==> src/logic/ftm_regs.svh <==
// Function
// RULE_01: Six-bit power code sets amplifier output level.
// RULE_02: Ramp walks power codes at eight selectable rates.
// RULE_03: Amp-on bit ramps up, drops off immediately.
// RULE_04: Transmit select ramps both up and down.
// RULE_05: Software keeps bias default, raises above 10 dBm.
// RULE_06: Clearing amp-on powers down the output stage.
// RULE_07: Bit clock is reference over dividers times 32.
// RULE_08: Four-bit demodulator and eight-bit recovery dividers.
// RULE_09: Deviation is word times compare frequency, halvable.
// RULE_10: Four-level symbols at one and three deviations.
// RULE_11: Mode 000 sends binary FSK per data bit.
// RULE_12: Software sets quarter-rate deviation for MSK.
// RULE_13: Three-level zero is carrier, one is offset.
// RULE_14: Precoder XOR two back, encoder subtracts two back.
// RULE_15: Three-level encoder emits one symbol per bit.
// RULE_16: Mode 010 selects three-level FSK.
// RULE_17: Four-level gray maps bit pairs to symbols.
// RULE_18: Clock starts after divider write; MSB first.
// RULE_19: Data sampled on rising edge; invert adds half.
// RULE_20: Oversampled mode: no clock, 32x data sampling.
// RULE_21: Ramp steps one interval at a time, holds target.
`ifndef FTM_REGS_SVH
`define FTM_REGS_SVH
// ==========================================================
// Timing and field constants.
`define FTM_CLK_PERIOD_NS 5
`define FTM_SUB_LAST 5'h1F
`define FTM_SUB_HALF 5'h10
`define FTM_SUB_BITS_LOG2 3'h5
`define FTM_CODE_ZERO 6'h00
`define FTM_LVL_P3 3'sh3
`define FTM_LVL_P1 3'sh1
`define FTM_LVL_ZERO 3'sh0
`define FTM_LVL_M1 -3'sh1
`define FTM_LVL_M3 -3'sh3
`define FTM_STEP_MAX 6'h04
`endif

==> src/logic/ftm_pkg.sv <==
// ==========================================================
// Shared types of the transmit modulator.
package ftm_pkg;
  typedef enum logic [2:0]
  {
    FTM_MOD_2FSK = 3'b000,
    FTM_MOD_GFSK = 3'b001,
    FTM_MOD_3FSK = 3'b010,
    FTM_MOD_4FSK = 3'b011,
    FTM_MOD_OVS = 3'b100,
    FTM_MOD_RC2 = 3'b101,
    FTM_MOD_RC3 = 3'b110,
    FTM_MOD_RC4 = 3'b111
  } ftm_mod_t;
  typedef enum logic [1:0]
  {
    FTM_RAMP_OFF = 2'b00,
    FTM_RAMP_UP = 2'b01,
    FTM_RAMP_HOLD = 2'b10,
    FTM_RAMP_DOWN = 2'b11
  } ftm_ramp_st_t;
endpackage : ftm_pkg

==> src/logic/ftm_modulator.sv <==
`timescale 1ns/1ps
`default_nettype none
`include "ftm_regs.svh"
module ftm_modulator
  import ftm_pkg::*;
(
  input wire logic i_core_clk,
  input wire logic i_rstn,
  input wire logic [2:0] i_mod_scheme,
  input wire logic [8:0] i_deviation_word,
  input wire logic i_output_halving_bit,
  input wire logic [3:0] i_demodulator_divider,
  input wire logic [7:0] i_recovery_clock_divider,
  input wire logic i_clk_cfg_write,
  input wire logic [1:0] i_clk_invert,
  input wire logic i_tx_serial_data_pin,
  input wire logic i_amp_on_bit,
  input wire logic i_tx_select,
  input wire logic [5:0] i_amp_power_code,
  input wire logic [2:0] i_ramp_rate,
  input wire logic [1:0] i_amp_bias_field,
  output logic o_tx_bit_clock_pin,
  output logic signed [2:0] o_symbol_level,
  output logic o_symbol_strobe,
  output logic signed [12:0] o_freq_offset,
  output logic [5:0] o_amp_code,
  output logic o_amp_stage_on,
  output logic [1:0] o_amp_bias
);
  // ==========================================================
  // Whole module state in one record.
  typedef struct packed {
    logic data_s1;
    logic data_s2;
    logic started;
    logic [11:0] div_cnt;
    logic [4:0] sub_cnt;
    logic clk_int;
    logic pin;
    logic pre_d1;
    logic pre_d2;
    logic pair_phase;
    logic msb_hold;
    logic signed [2:0] level;
    logic strobe;
    logic last_bit;
    logic signed [12:0] offset;
    logic [1:0] bias;
  } ftm_mod_state_t;

  ftm_mod_state_t st_r, st_nxt;
  ftm_mod_t mode;
  logic [3:0] demod_eff;
  logic [7:0] recov_eff;
  logic [11:0] div_prod;
  logic [11:0] div_last;
  logic sub_tick;
  logic inverted;
  logic oversampled;
  logic three_level;
  logic four_level;
  logic sample;
  logic bit_in;
  logic pre_now;
  logic signed [2:0] lvl_calc;
  logic signed [12:0] lvl_ext;
  logic signed [12:0] word_ext;
  logic signed [12:0] prod;

  // ==========================================================
  // Mode decode.
  // Filtered variants share the unfiltered symbol mapping; shaping
  // happens downstream of this block.
  always_comb
  begin
    mode = ftm_mod_t'(i_mod_scheme);
    oversampled = (mode == FTM_MOD_OVS);
    three_level = (mode == FTM_MOD_3FSK) || (mode == FTM_MOD_RC3); // RULE_16
    four_level = (mode == FTM_MOD_4FSK) || (mode == FTM_MOD_RC4);
    inverted = (i_clk_invert != 2'b00);
  end

  // ==========================================================
  // Reference divider: one sub-tick per demodulator times
  // recovery divide, 32 sub-ticks per bit.
  // Each zero divider field is treated as divide by one on its own, so
  // the clock never stalls and the other field still sets the rate.
  always_comb
  begin
    demod_eff = (i_demodulator_divider == 4'h0) ? 4'h1 : i_demodulator_divider;
    recov_eff = (i_recovery_clock_divider == 8'h00) ? 8'h01 : i_recovery_clock_divider;
    div_prod = {8'h00, demod_eff} * {4'h0, recov_eff}; // RULE_08
    div_last = div_prod - 12'h001;
    sub_tick = (st_r.div_cnt >= div_last);
  end

  // ==========================================================
  // Bit timing, sampling and symbol mapping.
  always_comb
  begin
    st_nxt = st_r;
    sample = 1'b0;
    bit_in = st_r.data_s2;
    pre_now = 1'b0;
    lvl_calc = st_r.level;
    st_nxt.strobe = 1'b0;
    st_nxt.bias = i_amp_bias_field;

    // Two-stage synchroniser on the asynchronous data pin.
    st_nxt.data_s1 = i_tx_serial_data_pin;
    st_nxt.data_s2 = st_r.data_s1;

    // Divider and sub-tick counters run freely.
    st_nxt.div_cnt = sub_tick ? 12'h000 : st_r.div_cnt + 12'h001;
    if (sub_tick)
    begin
      st_nxt.sub_cnt = st_r.sub_cnt + 5'h01; // RULE_07
    end
    st_nxt.clk_int = (st_nxt.sub_cnt < `FTM_SUB_HALF);

    // Sample point: rising edge, or half a bit later when inverted.
    if (oversampled)
    begin
      sample = sub_tick; // RULE_20
    end
    else if (st_r.started && sub_tick)
    begin
      sample = inverted ? (st_nxt.sub_cnt == `FTM_SUB_HALF) // RULE_19
                        : (st_nxt.sub_cnt == 5'h00);
    end

    // Divider write restarts the clock so its first pin rise follows
    // one sub-tick later and carries the first MSB; when inverted the
    // phase starts half a bit on, so no early pulse reaches the host.
    if (i_clk_cfg_write)
    begin
      st_nxt.started = 1'b1; // RULE_18
      st_nxt.div_cnt = 12'h000;
      st_nxt.sub_cnt = inverted ? 5'(`FTM_SUB_HALF - 5'h01) : `FTM_SUB_LAST;
      st_nxt.clk_int = inverted;
      st_nxt.pre_d1 = 1'b0;
      st_nxt.pre_d2 = 1'b0;
      st_nxt.pair_phase = 1'b0;
      sample = 1'b0;
    end

    if (sample)
    begin
      st_nxt.last_bit = bit_in;
      if (three_level)
      begin
        // Precoder inverts the 1 - D^2 shaping; encoder applies it.
        pre_now = bit_in ^ st_r.pre_d2; // RULE_14
        st_nxt.pre_d2 = st_r.pre_d1;
        st_nxt.pre_d1 = pre_now;
        case ({pre_now, st_r.pre_d2})
          2'b10: lvl_calc = `FTM_LVL_P1;
          2'b01: lvl_calc = `FTM_LVL_M1;
          default: lvl_calc = `FTM_LVL_ZERO; // RULE_13
        endcase
        st_nxt.strobe = 1'b1; // RULE_15
      end
      else if (four_level)
      begin
        // First bit of a pair is the MSB; the symbol goes out on the
        // second bit, so the symbol rate is half the bit rate.
        if (!st_r.pair_phase)
        begin
          st_nxt.msb_hold = bit_in;
          st_nxt.pair_phase = 1'b1;
        end
        else
        begin
          case ({st_r.msb_hold, bit_in}) // RULE_17
            2'b00: lvl_calc = `FTM_LVL_M3;
            2'b01: lvl_calc = `FTM_LVL_M1;
            2'b11: lvl_calc = `FTM_LVL_P1;
            default: lvl_calc = `FTM_LVL_P3; // RULE_10
          endcase
          st_nxt.pair_phase = 1'b0;
          st_nxt.strobe = 1'b1;
        end
      end
      else
      begin
        // Binary modes shift the divider up or down per bit.
        lvl_calc = bit_in ? `FTM_LVL_P1 : `FTM_LVL_M1; // RULE_11
        st_nxt.strobe = 1'b1;
      end
    end
    st_nxt.level = lvl_calc;

    // Clock pin is silent before start and in oversampled mode.
    st_nxt.pin = st_nxt.started && !oversampled && (st_nxt.clk_int ^ inverted);

    // Deviation offset in units of compare frequency over 2^17, so
    // the halved case stays exact without a fractional bit.
    lvl_ext = 13'(st_nxt.level);
    word_ext = $signed({4'h0, i_deviation_word});
    prod = lvl_ext * word_ext; // RULE_09
    st_nxt.offset = i_output_halving_bit ? prod : 13'(prod <<< 1);
  end

  // ==========================================================
  // State register.
  always_ff @(posedge i_core_clk or negedge i_rstn)
  begin
    if (!i_rstn)
    begin
      st_r <= '0;
    end
    else
    begin
      st_r <= st_nxt;
    end
  end

  // ==========================================================
  // Output power stage sequencing.
  ftm_pa_ramp u_pa_ramp
  (
    .i_core_clk(i_core_clk),
    .i_rstn(i_rstn),
    .i_sub_tick(sub_tick),
    .i_ramp_rate(i_ramp_rate),
    .i_target(i_amp_power_code),
    .i_amp_on_bit(i_amp_on_bit),
    .i_tx_select(i_tx_select),
    .o_code(o_amp_code),
    .o_stage_on(o_amp_stage_on)
  );

  assign o_tx_bit_clock_pin = st_r.pin;
  assign o_symbol_level = st_r.level;
  assign o_symbol_strobe = st_r.strobe;
  assign o_freq_offset = st_r.offset;
  assign o_amp_bias = st_r.bias;

  // ==========================================================
  // Checks on clocking and symbol mapping.
  a_clock_gated: assert property (@(posedge i_core_clk) disable iff (!i_rstn) // RULE_18
    !st_r.started |-> !o_tx_bit_clock_pin)
    else $error("bit clock ran before divider write");
  a_start_cause: assert property (@(posedge i_core_clk) disable iff (!i_rstn) // RULE_18
    $rose(st_r.started) |-> $past(i_clk_cfg_write))
    else $error("clock started without a write");
  a_ovs_noclk: assert property (@(posedge i_core_clk) disable iff (!i_rstn) // RULE_20
    oversampled && $past(oversampled) |-> !o_tx_bit_clock_pin)
    else $error("clock output in oversampled mode");
  a_three_zero: assert property (@(posedge i_core_clk) disable iff (!i_rstn) // RULE_13
    o_symbol_strobe && $past(three_level) && !st_r.last_bit
      |-> o_symbol_level == 3'sh0)
    else $error("three-level zero not on carrier");
  a_four_outer: assert property (@(posedge i_core_clk) disable iff (!i_rstn) // RULE_10
    o_symbol_strobe && $past(four_level)
      |-> (o_symbol_level != 3'sh0) && (o_symbol_level != 3'sh2)
          && (o_symbol_level != -3'sh2))
    else $error("four-level symbol off grid");
  a_offset_calc: assert property (@(posedge i_core_clk) disable iff (!i_rstn) // RULE_09
    $past(i_output_halving_bit) && $stable(o_symbol_level)
      && $stable(i_deviation_word) && $stable(i_output_halving_bit)
      |=> o_freq_offset == (13'(o_symbol_level) * $signed({4'h0, i_deviation_word})))
    else $error("halved deviation offset wrong");
  a_bit_period: assert property (@(posedge i_core_clk) disable iff (!i_rstn) // RULE_07
    sub_tick && !i_clk_cfg_write |=> st_r.div_cnt == 12'h000)
    else $error("sub-tick divider did not wrap");
endmodule : ftm_modulator
`default_nettype wire

==> src/logic/ftm_pa_ramp.sv <==
`timescale 1ns/1ps
`default_nettype none
`include "ftm_regs.svh"
module ftm_pa_ramp
  import ftm_pkg::*;
(
  input wire logic i_core_clk,
  input wire logic i_rstn,
  input wire logic i_sub_tick,
  input wire logic [2:0] i_ramp_rate,
  input wire logic [5:0] i_target,
  input wire logic i_amp_on_bit,
  input wire logic i_tx_select,
  output logic [5:0] o_code,
  output logic o_stage_on
);
  typedef struct packed {
    ftm_ramp_st_t st;
    logic [5:0] code;
    logic stage_on;
    logic [4:0] tick_cnt;
  } ftm_ramp_state_t;
  ftm_ramp_state_t st_r, st_nxt;
  logic [4:0] interval_last;
  logic [5:0] step;
  logic step_tick;
  logic [6:0] up_sum;

  // ==========================================================
  // Rates 0..5 give 1..32 codes per bit; 6 and 7 take bigger steps.
  always_comb
  begin
    interval_last = 5'(`FTM_SUB_LAST >> i_ramp_rate); // RULE_02
    step = 6'h01;
    if (i_ramp_rate > `FTM_SUB_BITS_LOG2)
    begin
      interval_last = 5'h00;
      step = 6'(6'h01 << (i_ramp_rate - `FTM_SUB_BITS_LOG2));
    end
    step_tick = i_sub_tick && (st_r.tick_cnt >= interval_last);
    up_sum = {1'b0, st_r.code} + {1'b0, step};
  end

  // ==========================================================
  // Ramp sequencer; the amp-on bit bypasses the down ramp.
  always_comb
  begin
    st_nxt = st_r;
    if (i_sub_tick)
    begin
      st_nxt.tick_cnt = step_tick ? 5'h00 : st_r.tick_cnt + 5'h01;
    end
    case (st_r.st)
      FTM_RAMP_OFF:
      begin
        st_nxt.code = `FTM_CODE_ZERO;
        st_nxt.stage_on = 1'b0;
        if (i_amp_on_bit && i_tx_select)
        begin
          st_nxt.st = FTM_RAMP_UP;
          st_nxt.stage_on = 1'b1;
          st_nxt.tick_cnt = 5'h00;
        end
      end
      FTM_RAMP_UP:
      begin
        if (step_tick) // RULE_21
        begin
          st_nxt.code = (up_sum >= {1'b0, i_target}) ? i_target : up_sum[5:0];
        end
        if (st_r.code >= i_target)
        begin
          st_nxt.code = i_target;
          st_nxt.st = FTM_RAMP_HOLD;
        end
        if (!i_tx_select)
        begin
          st_nxt.st = FTM_RAMP_DOWN; // RULE_04
        end
      end
      FTM_RAMP_HOLD:
      begin
        st_nxt.code = i_target; // RULE_01
        if (!i_tx_select)
        begin
          st_nxt.st = FTM_RAMP_DOWN;
        end
      end
      FTM_RAMP_DOWN:
      begin
        if (step_tick)
        begin
          st_nxt.code = (st_r.code > step) ? st_r.code - step : `FTM_CODE_ZERO;
        end
        if (st_r.code == `FTM_CODE_ZERO)
        begin
          st_nxt.st = FTM_RAMP_OFF;
          st_nxt.stage_on = 1'b0;
        end
        else if (i_tx_select && i_amp_on_bit)
        begin
          st_nxt.st = FTM_RAMP_UP;
        end
      end
      default:
      begin
        st_nxt.st = FTM_RAMP_OFF;
      end
    endcase
    // A cleared amp-on bit cuts the stage at once, overriding any ramp.
    if (!i_amp_on_bit)
    begin
      st_nxt.st = FTM_RAMP_OFF; // RULE_03
      st_nxt.code = `FTM_CODE_ZERO;
      st_nxt.stage_on = 1'b0; // RULE_06
    end
  end

  always_ff @(posedge i_core_clk or negedge i_rstn)
  begin
    if (!i_rstn)
    begin
      st_r <= '{FTM_RAMP_OFF, 6'h00, 1'b0, 5'h00};
    end
    else
    begin
      st_r <= st_nxt;
    end
  end

  assign o_code = st_r.code;
  assign o_stage_on = st_r.stage_on;

  // ==========================================================
  // Checks on the power ramp.
  a_hard_off: assert property (@(posedge i_core_clk) disable iff (!i_rstn) // RULE_03
    !i_amp_on_bit |=> (o_code == 6'h00) && !o_stage_on)
    else $error("amplifier did not turn off hard");
  a_step_bound: assert property (@(posedge i_core_clk) disable iff (!i_rstn) // RULE_02
    (st_r.st == FTM_RAMP_UP) && $past(st_r.st == FTM_RAMP_UP)
      |-> (o_code - $past(o_code)) <= `FTM_STEP_MAX)
    else $error("ramp step too large");
  a_soft_down: assert property (@(posedge i_core_clk) disable iff (!i_rstn) // RULE_04
    (st_r.st == FTM_RAMP_HOLD) && !i_tx_select && i_amp_on_bit && (o_code > 6'h04)
      |=> o_stage_on && (o_code == $past(o_code)))
    else $error("transmit select did not ramp down");
endmodule : ftm_pa_ramp
`default_nettype wire

==> config.mk <==
export PLATFORM = sky130hd
export DESIGN_NAME = ftm_modulator
export DESIGN_NICKNAME = d
export VERILOG_FILES = /design/src/logic/ftm_pkg.sv /design/src/logic/ftm_modulator.sv /design/src/logic/ftm_pa_ramp.sv
export VERILOG_INCLUDE_DIRS = /design/src /design/src/logic
export SDC_FILE = /design/constraint.sdc
export NUM_CORES = 1
export LEC_CHECK = 0
export BUFFER_PORTS_ARGS = -buffer_cell sky130_fd_sc_hd__buf_2
export CAP_MARGIN = 20
export CORE_ASPECT_RATIO = 0.8
export CORE_MARGIN = 3
export CORE_UTILIZATION = 40
export CTS_BUF_LIST = sky130_fd_sc_hd__clkbuf_8
export DETAILED_ROUTE_END_ITERATION = 10
export GPL_TIMING_DRIVEN = 0
export HOLD_SLACK_MARGIN = 0.1
export MAX_ROUTING_LAYER = met4
export PLACE_DENSITY = 0.68
export SYNTH_ARGS = -nofsm -noshare
export SYNTH_HDL_FRONTEND = slang
export SYNTH_SLANG_ARGS = --single-unit
==> constraint.sdc <==
create_clock -name i_core_clk -period 5 [get_ports i_core_clk]
set_input_delay 0.25 -clock i_core_clk [delete_from_list [all_inputs] [get_ports i_core_clk]]
set_output_delay 0.25 -clock i_core_clk [all_outputs]
set_load 0.05 [all_outputs]
==> key figures <==
Status
  • Outcome: finished with violations
  • Failing checks: setup timing

Die
  • Die Area: 0.0163 mm2
  • Ports: 71
  • Die Wd: 142 um
  • DIE HEIGHT: around 110 um
  • Core footprint: between 0.01 and 0.015 mm2
  • Initial Utilization: 41.2%
  • Row count: 39

Synthesis
  • Ys flop type: dfrtp_1
  • Synth warn: 0
  • Syn avg cell area: 8.96 um2
  • Library cells used by synthesis: 71
  • Seq/Total Area, Yosys: 24.5%
  • Post-Syn Instances: 662
  • Asr flop ratio synth: 100%
  • Yosys reg bits: 58
  • Area leader, netlist: dfrtp_1
  • Post-synth EDFFs: 0
  • Syn Nets: 821
  • Top-count cell post-synth: ha_1
  • Synthesized area: 0.00593 mm2
  • Most instantiated cells after synthesis: ha_1 (91), inv_1 (77), dfrtp_1 (58)
  • Yosys top cell area share: approximately 24%
  • Top cells by area, synth: dfrtp_1 (24%), ha_1 (19%), fa_1 (8.1%)

Routing
  • TritonRoute pass-1 iters: 4
  • Drt via density: 4.91
  • Vias post-DR: between 4000 and 5000
  • Avg WL per Cell: 13.2 um
  • Post-route ant nets: 0
  • Initial DRC Count: approximately 240
  • DRT Wirelength: 12.8 mm
  • Post-route DRC: 0

STA
  • Minimum clock period: 7880 ps
  • Setup TNS: -30040 ps
  • Slew margin rel.: 49.3%
  • Clock Skews: around 19 ps
  • Max-slew violations: 0
  • Final WS setup: -2880 ps
  • Final setup fails: 27
  • Final hold vios: 0
  • Max frequency: 127 MHz
  • RSZ-0062 raised after global routing: true
  • Fin crit share: 158%
  • Worst-Margin Slew: 751 ps

Critical path
  • Critical path's most frequent cell: a21oi_2
  • Critical Path Slowest Stage Cell: fa_1
  • R2R setup slack: -60 ps
  • Crit start category: primary input
  • CP Max Fanout: 4
  • Type of the worst setup path: in2reg
  • WP data required: around 5300 ps
  • Arrival @ worst endpoint: roughly 8200 ps
  • Setup crit end kind: register
  • Crit path largest cell delay: 580 ps

CTS
  • Longest Clk Path Bufs: 2
  • Clk pin slew, worst setup/hold paths: 80 ps
  • CTS Buf Count: 9
  • # H-tree levels: 3
  • TritonCTS clock tree: done
  • Clk root buf: clkbuf_8
  • Total clock sinks: 58
  • Clock latency on the worst-skew pair: 360 ps

Layout
  • Fill cells: 1328
  • Layout cell share with drive strength beyond 1: 28.2%
  • Nets: about 940
  • Final Core Density: between 50% and 60%
  • Inserted Diodes: 0
  • Area growth syn-to-layout: 24.8%

GRT
  • Total track usage: 16.5%
  • Initial antenna violation count: 0
  • First-pass GRT wire length: roughly 21 mm
  • Largest net degree at the start of global routing: 31
  • Grt ovf: 0
  • Vias in the first global route: 4600

Worst hold path
  • Hold WC Path Type: in2reg

Power
  • Power per cell area: 272 mW/mm2
  • Max IR drop VDD: about 0.00015 V
  • Leak: ~0.004 uW

Placement
  • # port buffers: between 60 and 70
  • Gp weighted congestion: ~0.86
  • HPWL Detailed: a little under 10 mm

Run
  • Max cap viols: 0
[stage by stage]
step / std cells / setup WS [ps] / total power (uW) / hold WS, ps / instance area, um2
floorplan: 662 / -2550 / 1240 / -45.6 / 6040
global placement: 913 / -3310 / 1400 / 335 / 6610
detailed placement: 914 / -3380 / 1420 / 339 / 6630
CTS: 961 / -2720 / 2000 / 139 / 7250
global route: 968 / -3330 / 2180 / 164 / 7410
finish: 968 / -2880 / 2010 / 179 / 7410
[cells in the final DEF, fill, tap and decap left out, types with 7 or more instances in the layout]
cell / n
a21o_1: 13
a21oi_1: 23
a21oi_2: 13
and2_1: 13
and3_1: 8
buf_2: 66
buf_4: 56
buf_6: 9
clkbuf_8: 10
dfrtp_1: 58
fa_1: 21
ha_1: 84
ha_4: 7
inv_1: 73
mux2i_1: 7
nand2_1: 54
nand2b_1: 10
nor2_1: 47
nor2b_1: 14
o21ai_0: 13
o21bai_1: 12
xnor2_1: 25
xor2_1: 15
[critical path: cells and delay by family]
family / cells / cell delay, ps
xor+xnor: 2 / 230
simple gates: 7 / 1170
mux: 1 / 190
buf+inv: 4 / 350
fa+ha+maj: 9 / 3080
compound gates: 19 / 2850
[logic make-up (layout without fill, tap and decap cells)]
| logic type | Yosys count | in the layout | synth area share, % |
|---|---|---|---|
| multiplexers | 13 | 13 | 2.55 |
| adder cells (fa/ha/maj) | 115 | 115 | 27.3 |
| XOR/XNOR | 45 | 45 | 6.64 |
| buffers and inverters | 118 | 240 | 9.19 |
| AND/OR/NAND/NOR | 191 | 191 | 16.1 |
| AO/OA/AOI/OAI | 121 | 121 | 13.7 |
| flip-flops | 58 | 58 | 24.5 |
| other | 1 | 1 | 0.0632 |
[per-layer routing]
metal  GRT usage, %  vias up  routed length [um]
li1               -     2435                   -
met4           2.88        0                  99
met1           23.0     2235                6470
met3           3.87       10                 449
met5              -        -                   0
met2           25.0       71                5780
[power by group]
part	internal, uW	switching [uW]
combinational	439	549
sequential	504	25.5
clock	295	202
[path summary, 6_finish.rpt]
path                                        startpoint                end  depth (start not counted)
max                        i_recovery_clock_divider[7]  o_freq_offset[12]                         42
min in group asynchronous                       i_rstn  o_symbol_level[1]                          2
min reg2reg                                 st_nxt[44]             bit_in                          0
max reg2reg                                   st_r[33]  o_freq_offset[12]                         24
max in group asynchronous                       i_rstn           st_r[40]                          3
min                                i_deviation_word[0]   o_freq_offset[0]                          2
[layout make-up]
type	instances	area, um2	area share, %
multi-input cells	486	4240	57.3
flip-flops and latches	58	1450	19.6
repair buffers	108	703	9.49
inverters	78	293	3.95
plain buffers	38	260	3.51
well taps	184	230	3.11
clock buffers	10	138	1.86
clock inverters	6	88.8	1.20
[registers in the layout, summed over array words and instances (netlist names)]
name	flops
bit_in	1
o_amp_bias	2
o_freq_offset	13
o_symbol_level	3
o_symbol_strobe	1
o_tx_bit_clock_pin	1
st_nxt	1
st_r	22
u_pa_ramp.o_code	6
u_pa_ramp.o_stage_on	1
u_pa_ramp.st_r	7
[repair_timing]
item / CTS / global route
setup buffers: 27 / 12
pin swaps: 19 / 32
hold buffers: 4 / 0
gates resized for setup: 35 / 31
endpoints found under the hold margin: 32 / 0
endpoints found under the setup margin: 34 / 45
Power figures use the tool's default switching activity.
